`src/design/hifl_pkg.sv`:
```
// Package: register map, field layout, reset values and carriers for the interrupt gate block
package hifl_pkg;

   // ----------------------------------------------------------------
   // Register byte offsets
   // ----------------------------------------------------------------
   localparam logic [7:0]  OFF_IRQ_SOURCE_MASK   = 8'h5C;
   localparam logic [7:0]  OFF_BYTE_ORDER_PROBE  = 8'h64;
   localparam logic [7:0]  OFF_FIFO_LEVEL_THRESH = 8'h68;
   localparam logic [7:0]  OFF_RX_ENGINE_CONFIG  = 8'h6C;

   // ----------------------------------------------------------------
   // Reset values and writable masks
   // ----------------------------------------------------------------
   localparam logic [31:0] BYTE_ORDER_PATTERN    = 32'h8765_4321;
   localparam logic [31:0] IRQ_MASK_RST          = 32'h0000_0000;
   localparam logic [31:0] IRQ_MASK_WRITABLE     = 32'h83BF_EFFF;  // 30:26, 22 and 12 stay zero
   localparam logic [31:0] FIFO_THRESH_RST       = 32'h4800_0000;
   localparam logic [31:0] RX_CFG_RST            = 32'h0000_0000;
   localparam logic [31:0] RX_CFG_WRITABLE       = 32'hCFFF_0000;

   // ----------------------------------------------------------------
   // Field positions
   // ----------------------------------------------------------------
   localparam int          TX_DATA_THR_LSB       = 24;
   localparam int          TX_STAT_THR_LSB       = 16;
   localparam int          RX_DATA_THR_LSB       = 8;
   localparam int          RX_STAT_THR_LSB       = 0;
   localparam int          ALIGN_LSB             = 30;
   localparam int          DMA_CNT_LSB           = 16;
   localparam int          DMA_CNT_W             = 12;

   // Status bit positions produced inside this block
   localparam int          BIT_RX_DMA_DONE       = 20;
   localparam int          BIT_TX_SPACE_AVAIL    = 9;
   localparam int          BIT_TX_STATUS_LEVEL   = 7;
   localparam int          BIT_RX_DATA_LEVEL     = 5;
   localparam int          BIT_RX_STATUS_LEVEL   = 3;

   // Pad masks in DWORDs for each end alignment
   localparam logic [3:0]  PAD_MASK_4B           = 4'h0;
   localparam logic [3:0]  PAD_MASK_16B          = 4'h3;
   localparam logic [3:0]  PAD_MASK_32B          = 4'h7;

   // ----------------------------------------------------------------
   // Types
   // ----------------------------------------------------------------
   typedef enum logic [1:0] {ALIGN_4B, ALIGN_16B, ALIGN_32B, ALIGN_RSVD} hifl_align_e;

   // Live FIFO fill figures from the FIFO controllers
   typedef struct packed {
      logic [7:0] tx_data_free;   // 64-byte blocks
      logic [7:0] tx_stat_used;   // DWORDs
      logic [7:0] rx_data_free;   // 64-byte blocks
      logic [7:0] rx_stat_used;   // DWORDs
   } hifl_levels_s;

   // Level events raised here
   typedef struct packed {
      logic tx_space_avail_irq;
      logic tx_status_level_irq;
      logic rx_data_level_irq;
      logic rx_status_level_irq;
   } hifl_level_irq_s;

endpackage

```
`src/design/hifl_irq_ctrl.sv`:
```
// Interrupt gate, FIFO level thresholds, byte order probe and receive config behind an APB slave

// Summary of operation
// - Enable bit set lets source drive request
// - Status follows source regardless of enable
// - Bits 31,25,24 gate; 30:26 read-only
// - Bits 23 and 6 gate; 22 reads zero
// - Bits 21,20 gate, read/write, reset zero
// - Bits 19,18,17 gate timer, PHY, power
// - Bits 16..13 gate overflow, watchdog, errors
// - Bits 11..9, 2..0 gate; 12 reserved
// - Bits 8,7,5,4,3 gate FIFO events
// - Byte order probe returns fixed pattern
// - Tx data threshold, raise when free exceeds
// - Tx status threshold, raise when used exceeds
// - Rx space threshold, raise when free below
// - Rx status threshold, raise when used exceeds
// - End alignment pads last transfer DWORDs
// - Alignment codes 4, 16, 32 bytes
// - Twelve-bit receive transfer countdown field
// - Countdown drops per DWORD; host may overwrite
module hifl_irq_ctrl
   import hifl_pkg::*;
(
   // Clock and reset
   input  wire logic            pclk,
   input  wire logic            presetn,
   // APB slave
   input  wire logic            psel,
   input  wire logic            penable,
   input  wire logic            pwrite,
   input  wire logic [7:0]      paddr,
   input  wire logic [31:0]     pwdata,
   output logic                 pready,
   output logic [31:0]          prdata,
   output logic                 pslverr,
   // Interrupt sources and FIFO figures
   input  wire logic [31:0]     irq_status_word,
   input  wire hifl_levels_s    fifo_levels,
   input  wire logic            rx_dword_read,
   input  wire logic [11:0]     rx_pkt_dwords,
   // Results
   output logic                 irq_request,
   output hifl_level_irq_s      level_irqs,
   output logic                 rx_dma_done,
   output logic [3:0]           rx_pad_dwords
);

   // ----------------------------------------------------------------
   // Registers
   // ----------------------------------------------------------------
   logic [31:0]           irq_source_mask_q;
   logic [31:0]           fifo_level_thresholds_q;
   logic [1:0]            rx_align_q;
   logic [DMA_CNT_W-1:0]  rx_transfer_countdown_q;
   logic                  pready_q;
   logic [31:0]           prdata_q;
   logic                  pslverr_q;
   logic                  irq_q;
   hifl_level_irq_s       level_q;
   logic                  dma_done_q;
   logic [3:0]            pad_q;

   logic                  access_ph;
   logic                  wr_commit;
   logic                  addr_hit;
   logic [31:0]           rd_mux;
   logic [31:0]           eff_status;
   logic [3:0]            pad_mask;
   hifl_align_e           align_sel;

   // Access is taken on the second access-phase edge; one wait state gives a clean registered read
   assign access_ph = psel && penable;
   assign wr_commit = access_ph && pready_q && pwrite;

   // ----------------------------------------------------------------
   // APB slave handshake
   // ----------------------------------------------------------------
   // Address decode for the four mapped words
   always_comb
   begin
      addr_hit = 1'b1;
      rd_mux   = 32'h0000_0000;
      case (paddr)
         OFF_IRQ_SOURCE_MASK:   rd_mux = irq_source_mask_q;
         OFF_BYTE_ORDER_PROBE:  rd_mux = BYTE_ORDER_PATTERN;
         OFF_FIFO_LEVEL_THRESH: rd_mux = fifo_level_thresholds_q;
         OFF_RX_ENGINE_CONFIG:  rd_mux = {rx_align_q, 2'b00, rx_transfer_countdown_q, 16'h0000};
         default:               addr_hit = 1'b0;
      endcase
   end

   // Ready rises one cycle into the access phase and drops right after completion
   always_ff @(posedge pclk or negedge presetn)
   begin
      if (!presetn)
      begin
         pready_q  <= 1'b0;
         prdata_q  <= 32'h0000_0000;
         pslverr_q <= 1'b0;
      end
      else
      begin
         pready_q  <= access_ph && !pready_q;
         pslverr_q <= access_ph && !pready_q && !addr_hit;   // Unmapped words answer with an error
         if (access_ph && !pready_q && !pwrite)
            prdata_q <= rd_mux;
         else
            prdata_q <= 32'h0000_0000;
      end
   end

   // ----------------------------------------------------------------
   // Interrupt enable register
   // ----------------------------------------------------------------
   // Reserved bits are masked so they can never be set by software
   always_ff @(posedge pclk or negedge presetn)
   begin
      if (!presetn)
         irq_source_mask_q <= IRQ_MASK_RST;
      else if (wr_commit && paddr == OFF_IRQ_SOURCE_MASK)
         irq_source_mask_q <= pwdata & IRQ_MASK_WRITABLE;
   end

   // ----------------------------------------------------------------
   // FIFO level thresholds
   // ----------------------------------------------------------------
   always_ff @(posedge pclk or negedge presetn)
   begin
      if (!presetn)
         fifo_level_thresholds_q <= FIFO_THRESH_RST;
      else if (wr_commit && paddr == OFF_FIFO_LEVEL_THRESH)
         fifo_level_thresholds_q <= pwdata;
   end

   // Level comparisons, registered so downstream sees clean levels
   always_ff @(posedge pclk or negedge presetn)
   begin
      if (!presetn)
         level_q <= '0;
      else
      begin
         level_q.tx_space_avail_irq  <= fifo_levels.tx_data_free >
                                        fifo_level_thresholds_q[TX_DATA_THR_LSB +: 8];
         level_q.tx_status_level_irq <= fifo_levels.tx_stat_used >
                                        fifo_level_thresholds_q[TX_STAT_THR_LSB +: 8];
         level_q.rx_data_level_irq   <= fifo_levels.rx_data_free <
                                        fifo_level_thresholds_q[RX_DATA_THR_LSB +: 8];
         level_q.rx_status_level_irq <= fifo_levels.rx_stat_used >
                                        fifo_level_thresholds_q[RX_STAT_THR_LSB +: 8];
      end
   end

   // ----------------------------------------------------------------
   // Receive configuration: alignment and transfer countdown
   // ----------------------------------------------------------------
   // Alignment is only latched from the bus; the host keeps it steady mid-packet
   always_ff @(posedge pclk or negedge presetn)
   begin
      if (!presetn)
         rx_align_q <= RX_CFG_RST[ALIGN_LSB +: 2];
      else if (wr_commit && paddr == OFF_RX_ENGINE_CONFIG)
         rx_align_q <= pwdata[ALIGN_LSB +: 2];
   end

   // A host write wins over a same-cycle decrement so a fresh count is never lost
   always_ff @(posedge pclk or negedge presetn)
   begin
      if (!presetn)
      begin
         rx_transfer_countdown_q <= RX_CFG_RST[DMA_CNT_LSB +: DMA_CNT_W];
         dma_done_q              <= 1'b0;
      end
      else if (wr_commit && paddr == OFF_RX_ENGINE_CONFIG)
      begin
         rx_transfer_countdown_q <= pwdata[DMA_CNT_LSB +: DMA_CNT_W];
         dma_done_q              <= 1'b0;
      end
      else if (rx_dword_read && rx_transfer_countdown_q != '0)
      begin
         rx_transfer_countdown_q <= rx_transfer_countdown_q - 12'h001;
         dma_done_q              <= rx_transfer_countdown_q == 12'h001;
      end
      else
         dma_done_q <= 1'b0;
   end

   // Decode of the alignment code into a DWORD pad mask
   assign align_sel = hifl_align_e'(rx_align_q);
   always_comb
   begin
      case (align_sel)
         ALIGN_4B:  pad_mask = PAD_MASK_4B;
         ALIGN_16B: pad_mask = PAD_MASK_16B;
         ALIGN_32B: pad_mask = PAD_MASK_32B;
         default:   pad_mask = PAD_MASK_4B;    // Reserved code treated as no padding
      endcase
   end

   // Extra DWORDs needed to round the packet up to the alignment
   always_ff @(posedge pclk or negedge presetn)
   begin
      if (!presetn)
         pad_q <= 4'h0;
      else
         pad_q <= (4'h0 - rx_pkt_dwords[3:0]) & pad_mask;
   end

   // ----------------------------------------------------------------
   // Request output
   // ----------------------------------------------------------------
   // Internally raised events join the external status; the enable only gates the pin
   always_comb
   begin
      eff_status                      = irq_status_word;
      eff_status[BIT_RX_DMA_DONE]     = irq_status_word[BIT_RX_DMA_DONE] | dma_done_q;
      eff_status[BIT_TX_SPACE_AVAIL]  = irq_status_word[BIT_TX_SPACE_AVAIL] | level_q.tx_space_avail_irq;
      eff_status[BIT_TX_STATUS_LEVEL] = irq_status_word[BIT_TX_STATUS_LEVEL] | level_q.tx_status_level_irq;
      eff_status[BIT_RX_DATA_LEVEL]   = irq_status_word[BIT_RX_DATA_LEVEL] | level_q.rx_data_level_irq;
      eff_status[BIT_RX_STATUS_LEVEL] = irq_status_word[BIT_RX_STATUS_LEVEL] | level_q.rx_status_level_irq;
   end

   always_ff @(posedge pclk or negedge presetn)
   begin
      if (!presetn)
         irq_q <= 1'b0;
      else
         irq_q <= |(eff_status & irq_source_mask_q);
   end

   // Outputs straight from flops
   assign pready        = pready_q;
   assign prdata        = prdata_q;
   assign pslverr       = pslverr_q;
   assign irq_request   = irq_q;
   assign level_irqs    = level_q;
   assign rx_dma_done   = dma_done_q;
   assign rx_pad_dwords = pad_q;
endmodule

```
`config.mk`:
```
export PLATFORM = sky130hd
export DESIGN_NAME = hifl_irq_ctrl
export DESIGN_NICKNAME = d
export VERILOG_FILES = /design/src/design/hifl_pkg.sv /design/src/design/hifl_irq_ctrl.sv
export SDC_FILE = /design/constraint.sdc
export NUM_CORES = 1
export LEC_CHECK = 0
export BUFFER_PORTS_ARGS = -buffer_cell sky130_fd_sc_hd__buf_2
export CAP_MARGIN = 10
export CORE_ASPECT_RATIO = 1.75
export CORE_MARGIN = 2
export CORE_UTILIZATION = 41
export CTS_CLUSTER_DIAMETER = 80
export DETAILED_ROUTE_END_ITERATION = 6
export PLACE_DENSITY = 0.68
export SLEW_MARGIN = 20
export SYNTH_ARGS = -nofsm -noshare
export SYNTH_HDL_FRONTEND = slang
export SYNTH_SLANG_ARGS = --single-unit
export TNS_END_PERCENT = 50
```
`constraint.sdc`:
```
create_clock -name pclk -period 2 [get_ports pclk]
set_input_delay 0 -clock pclk [delete_from_list [all_inputs] [get_ports pclk]]
set_output_delay 0 -clock pclk [all_outputs]
set_load 0.01 [all_outputs]
```
==> run metrics, run 1 <==
fin. max-slew vios=0; std cell rows=56; largest net degree at the start of global routing=43; CTS sink cnt=114; Nets=about 940; Synth top area share=0.498; Synth area leaders=dfrtp_1, ha_1, mux2_2; layout cells sized above 1=0.324; met1 wire length=6.06 mm; crit start category=flip-flop; Worst-Skew Late Latency=410 ps; Num CTS Buffers=17; WL final=17.4 mm; cells after synthesis=544; Detail Route met2 WL=9.53 mm; minimum clock period=1890 ps; postcts setup bufs=0; clk buf depth=2; final core utilization=0.596; endpoints failing hold=0; synth-to-layout area growth=41.8%; Worst Path Max Fanout=3; Setup CP Type=flip-flop to flip-flop; Final Total Pwr=0.00667 W; CTS tree=built; Layout fillers=1112; routed vias/inst=around 5.3; max_slew headroom=0.601; Die ar.=roughly 0.015 mm^2; Post-Syn Nets=702; Critical Path Source=rx_transfer_countdown_q[7]; Final GP Congestion=0.913; commonest cells in the netlist=dfrtp_1, nor2_1, inv_1; syn_area_per_cell=slightly above 10 um^2; initial antenna violation count=0; Detail Route Antenna Nets=0; count leader, synth=dfrtp_1; All-Layer GR Usage=0.246; Worst R2R Start=rx_transfer_countdown_q[7]; synthesized area=roughly 0.0056 mm^2; register clock-pin slew on the reported worst setup and hold paths=60 ps; hold path start=irq_status_word[20]; WP data required=2290 ps; sequential area share after synthesis=0.507; DPL Wire Length=12.6 mm; Leak=between 4 and 5 nW; Critical Path End Type=flip-flop; Max VDD drop=539 uV; DRT Pass-1 Iters=5; vias in the first global route=5539; RSZ-0062 raised after global routing=false; Yosys cell types=between 50 and 60; MaxCap Viol Count=0; pwr dens=837 mW/mm^2; Initial Util=0.421; status=completed; highest routed layer=met4; fmax=about 0.53 GHz; top_reg_cell synth=dfrtp_1; Die Ht=about 160 um; Hold/Removal Path Class=input pin to flip-flop; worst clock skew=6.38 ps; Post-synth EDFFs=0; Root Buffer=clkbuf_16; first-pass GRT wire length=roughly 28 mm; Port Buffers=about 150; # DRC=0; antenna cells=0; Yosys Warn Count=0; Die W=92.6 um; Placement Setup Slack=-38.9 ps; wire per inst=18.1 um; IO Pins=166; Crit path arrival time=2180 ps; Yosys top cell by area=dfrtp_1; Worst-Margin Slew=598 ps; vias=5146; GRT overflow=0; core area=0.0134 mm^2; CTS H-tree lvls=4; final setup vio count=0; Final WS setup=108 ps; metal3 WL=slightly above 800 um; Yosys reg bits=114; Async SR Flop Fraction=1.00; fin crit share=0.946; Initial DRC Count=310
==> metal layers <==
metal | up-vias | GRT usage
met2 | 218 | 0.456
li1 | 2394 | -
met3 | 60 | 0.0393
met1 | 2474 | 0.252
met4 | 0 | 0.147
met5 | - | 0
==> through the flow <==
step | std cells | setup TNS, ps | cell area [um^2] | hold WS (ps)
2_1_floorplan | 544 | 0 | 5630 | -296
3_3_place_gp | 877 | 0 | 6800 | 29.7
3_5_place_dp | 877 | -58.9 | 6800 | 37.7
4_1_cts | 965 | 0 | 7960 | 10.9
5_1_grt | 965 | 0 | 7980 | 40.9
6_report | 965 | 0 | 7980 | 4.58
==> worst max-delay path, stage by stage, from the launching register on <==
cell	delay (ps)
dfrtp_1	400
buf_4	160
nor4_2	330
nand2_1	120
nor4_1	380
buf_4	180
xnor2_1	100
a21oi_1	90
==> sequential cells by signal (all words and copies together) (netlist names) <==
name,cells
prdata,32
pready,1
pslverr,1
level_irqs,4
fifo_level_thresholds_q,32
rx_pad_dwords,3
irq_source_mask_q,25
align_sel,2
rx_dma_done,1
irq_request,1
rx_transfer_countdown_q,12
==> final cells by class <==
class | count | area, um^2 | share of cell area
clock buffer | 17 | 425 | 0.0533
clock inverter | 15 | 159 | 0.0199
inverter | 41 | 154 | 0.0193
multi-input combinational | 368 | 2560 | 0.320
sequential | 114 | 2860 | 0.358
tap | 174 | 218 | 0.0273
timing repair buffer | 236 | 1610 | 0.202
==> worst paths after layout <==
path	endpoint	slack (ps)	depth (start not counted)
worst max-delay path	rx_transfer_countdown_q[11]	110	7
worst min-delay path	irq_request	5	4
worst max register to register	rx_transfer_countdown_q[11]	110	7
worst min register to register	prdata[28]	500	1
max in group asynchronous	prdata[24]	1240	3
min in group asynchronous	rx_pad_dwords[1]	130	2
==> power by group <==
part           internal, W  switching (W)  leakage [nW]
clock network      0.00184        0.00113         0.280
logic             0.000587       0.000533          2.40
registers          0.00244       0.000146          1.42
total              0.00486        0.00181          4.11
==> cell families after synthesis <==
kind of cell | count (synthesis) | share of synthesized area
compound gates | 124 | 0.134
xor+xnor | 9 | 0.0140
fa+ha+maj | 36 | 0.0800
buf+inv | 62 | 0.0469
flops | 114 | 0.507
mux | 37 | 0.0749
other cells | 1 | 0.000666
simple gates | 161 | 0.142
==> what timing repair did <==
| item | CTS | global route |
|---|---|---|
| hold buffers | 56 | 0 |
| hold endpoints to repair | 125 | 0 |
| resized for setup | 2 | 5 |
| cloned | 0 | 0 |
| endpoints found under the setup margin | 4 | 5 |
==> cells in the final DEF, fill, tap and decap left out, types with 4 or more instances in the layout <==
| master | count |
|---|---|
| buf_2 | 147 |
| dfrtp_1 | 112 |
| nor2_1 | 54 |
| dlygate4sd3_1 | 54 |
| inv_1 | 41 |
| nand2_1 | 38 |
| o21ai_0 | 38 |
| a21oi_1 | 38 |
| ha_1 | 36 |
| mux2_2 | 29 |
| buf_4 | 28 |
| a22oi_1 | 20 |
| clkbuf_16 | 17 |
| nor3_1 | 11 |
| xnor2_1 | 8 |
| nor2b_1 | 7 |
| a22o_1 | 7 |
| nand4_1 | 7 |
| nand3_1 | 6 |
| mux2i_1 | 5 |
| a221oi_1 | 5 |
| a21o_1 | 5 |
| buf_12 | 5 |
| and2_1 | 4 |
| and3_1 | 4 |
| nor4_1 | 4 |
| nand2b_1 | 4 |
| clkinv_4 | 4 |
Power figures use the tool's default switching activity.
==> run 2: changes to the inputs <==
--- a/config.mk
+++ b/config.mk
@@ -8,7 +8,7 @@
 export BUFFER_PORTS_ARGS = -buffer_cell sky130_fd_sc_hd__buf_2
 export CAP_MARGIN = 10
 export CORE_ASPECT_RATIO = 1.75
-export CORE_MARGIN = 2
+export CORE_MARGIN = 4
 export CORE_UTILIZATION = 41
 export CTS_CLUSTER_DIAMETER = 80
 export DETAILED_ROUTE_END_ITERATION = 6
==> run 2 against run 1 <==
First-iteration DRC count shrank 29%. Clock skew shrank 0.94 ps. Combinational power is essentially flat. Via count is essentially flat. Clock power grew 12%. Non-clock buffer count shrank 2. Critical path depth shrank 1.
==> run metrics, run 2 (synthesis results as in run 1) <==
final setup vio count=0 (unchanged); setup tns final=0 ps (unchanged); fin. max-slew vios=0 (unchanged); synth-to-layout area growth=42.8% (was 41.8%); CTS H-tree lvls=4 (unchanged); pwr dens=872 mW/mm^2 (was 837 mW/mm^2); Die W=96.6 um (was 92.6 um); Final WS setup=82.8 ps (was 108 ps); Detail Route Antenna Nets=0 (unchanged); CP cell instances=or4_1 > o311ai_4 > buf_4 > nor4_2 > xnor2_1 > a21oi_1 (was buf_4 > nor4_2 > nand2_1 > nor4_1 > buf_4 > xnor2_1 > a21oi_1); worst clock skew=5.44 ps (was 6.38 ps); WL final=17.9 mm (was 17.4 mm); CTS tree=built (unchanged); GRT overflow=0 (unchanged); Final GP Congestion=0.998 (was 0.913); hold_ws=26.4 ps (was 4.58 ps); Worst Path Max Fanout=5 (was 3); Hold/Removal Path Class=input pin to flip-flop (unchanged); crit-path max cell delay=580 ps (was 400 ps); Placement Setup Slack=-38.1 ps (was -38.9 ps); fmax=0.522 GHz (was 0.529 GHz); clk buf depth=2 (unchanged); Leak=4.12 nW (was 4.11 nW); Initial DRC Count=220 (was 310); WP data required=2330 ps (was 2290 ps); core area=0.0135 mm^2 (was 0.0134 mm^2); Root Buffer=clkbuf_16 (unchanged); Port Buffers=148 (unchanged); Setup CP Type=flip-flop to flip-flop (unchanged); MaxCap Viol Count=0 (unchanged); # DRC=0 (unchanged); first-pass GRT wire length=27.0 mm (was 27.8 mm); wire per inst=18.6 um (was 18.1 um); Worst-Skew Late Latency=410 ps (about the same); initial antenna violation count=0 (unchanged); All-Layer GR Usage=0.230 (was 0.246); area post-placement=0.00679 mm^2 (was 0.00680 mm^2); Crit path arrival time=2240 ps (was 2180 ps); register clock-pin slew on the reported worst setup and hold paths=50 ps (was 60 ps); Die ar.=0.0157 mm^2 (was 0.0147 mm^2); Nets=934 (was 936); routed vias/inst=5.34 (was 5.33); Critical Path End Type=flip-flop (unchanged); vias in the first global route=5481 (was 5539); crit start category=flip-flop (unchanged); Max VDD drop=582 uV (was 539 uV); std cell rows=56 (unchanged); commonest non-fill, non-tap cell in the layout=buf_2 (unchanged); largest net degree at the start of global routing=60 (was 43); RSZ-0062 raised after global routing=false (unchanged); DRT Pass-1 Iters=5 (unchanged); Die Ht=163 um (was 159 um); buffer and inverter count on the worst path=1 (was 2); Initial Util=0.418 (was 0.421); vias=5142 (was 5146); Worst path slowest cell=or4_1 (was dfrtp_1); fin crit share=0.959 (was 0.946); Num CTS Buffers=17 (unchanged); status=completed (unchanged); minimum clock period=1920 ps (was 1890 ps); Layout fillers=1163 (was 1112); layout cells sized above 1=0.324 (about the same); CTS sink cnt=114 (unchanged); Top delay family on crit path=simple AND/OR/NAND/NOR gates (unchanged); IO Pins=166 (unchanged); Final Cell Area=0.00804 mm^2 (was 0.00798 mm^2); antenna cells=0 (unchanged); most frequent cells in the layout=buf_2, dfrtp_1, nor2_1, dlygate4sd3_1, inv_1 (unchanged); DPL Wire Length=13.0 mm (was 12.6 mm); endpoints failing hold=0 (unchanged); postcts setup bufs=0 (unchanged)
## run 2: changes by cell type in the layout (fill, tap and decap cells not counted), sizes merged
cell / previous run / this run
inv: 44 / 42
clkinv: 7 / 3
buf: 180 / 179
bufinv: 2 / 5
dlygate4sd3: 54 / 53
clkbuf: 17 / 19
clkinvlp: 3 / 4
## run 2: worst paths after layout
kind / start / endpoint / slack (ps) / cells after the start
worst max register to register: rx_transfer_countdown_q[6] / rx_transfer_countdown_q[8] / 80 / 6
max in group asynchronous: presetn / irq_source_mask_q[2] / 1220 / 3
min in group asynchronous: presetn / rx_pad_dwords[1] / 90 / 2
worst max-delay path: rx_transfer_countdown_q[6] / rx_transfer_countdown_q[8] / 80 / 6
worst min-delay path: fifo_levels[15] / level_irqs[1] / 30 / 4
worst min register to register: fifo_level_thresholds_q[30] / fifo_level_thresholds_q[30] / 520 / 2
## run 2: report_power, final
group / switching, W / internal [W]
registers: 0.000135 / 0.00244
logic: 0.000548 / 0.000572
clock network: 0.00108 / 0.00224
total: 0.00176 / 0.00525
## run 2: layout make-up
| type | instances | area, um^2 | share of cell area |
|---|---|---|---|
| flip-flops and latches | 114 | 2860 | 0.355 |
| clock buffers | 19 | 443 | 0.0551 |
| inverters | 41 | 154 | 0.0192 |
| well taps | 174 | 218 | 0.0271 |
| clock inverters | 13 | 208 | 0.0258 |
| multi-input cells | 368 | 2560 | 0.319 |
| repair buffers | 234 | 1590 | 0.198 |
## run 2: tightest hold or removal path, cell delays in order
cell and delay [ps]:
buf_2 80, ha_1 130, a221oi_1 40, and2_1 130
## run 2: per-layer routing
metal / share of wire / global-route usage
met5: 0 / 0
met2: 0.56 / 0.416
met1: 0.34 / 0.225
met3: 0.047 / 0.0467
met4: 0.056 / 0.160
## run 2: stage by stage
stage	util	cells	power, W
6_report	0.597	963	0.00701
5_1_grt	0.597	963	0.00728
4_1_cts	0.595	963	0.00700
3_5_place_dp	0.505	876	0.00358
3_3_place_gp	0.505	876	0.00352
2_1_floorplan	-	544	0.00306
## run 2: timing repair
item | CTS | global route
setup endpoints to repair | 3 | 8
cloned | 0 | 0
resized for setup | 2 | 7
pin swaps | 0 | 0
hold buffers | 55 | 0
hold endpoints to repair | 184 | 0
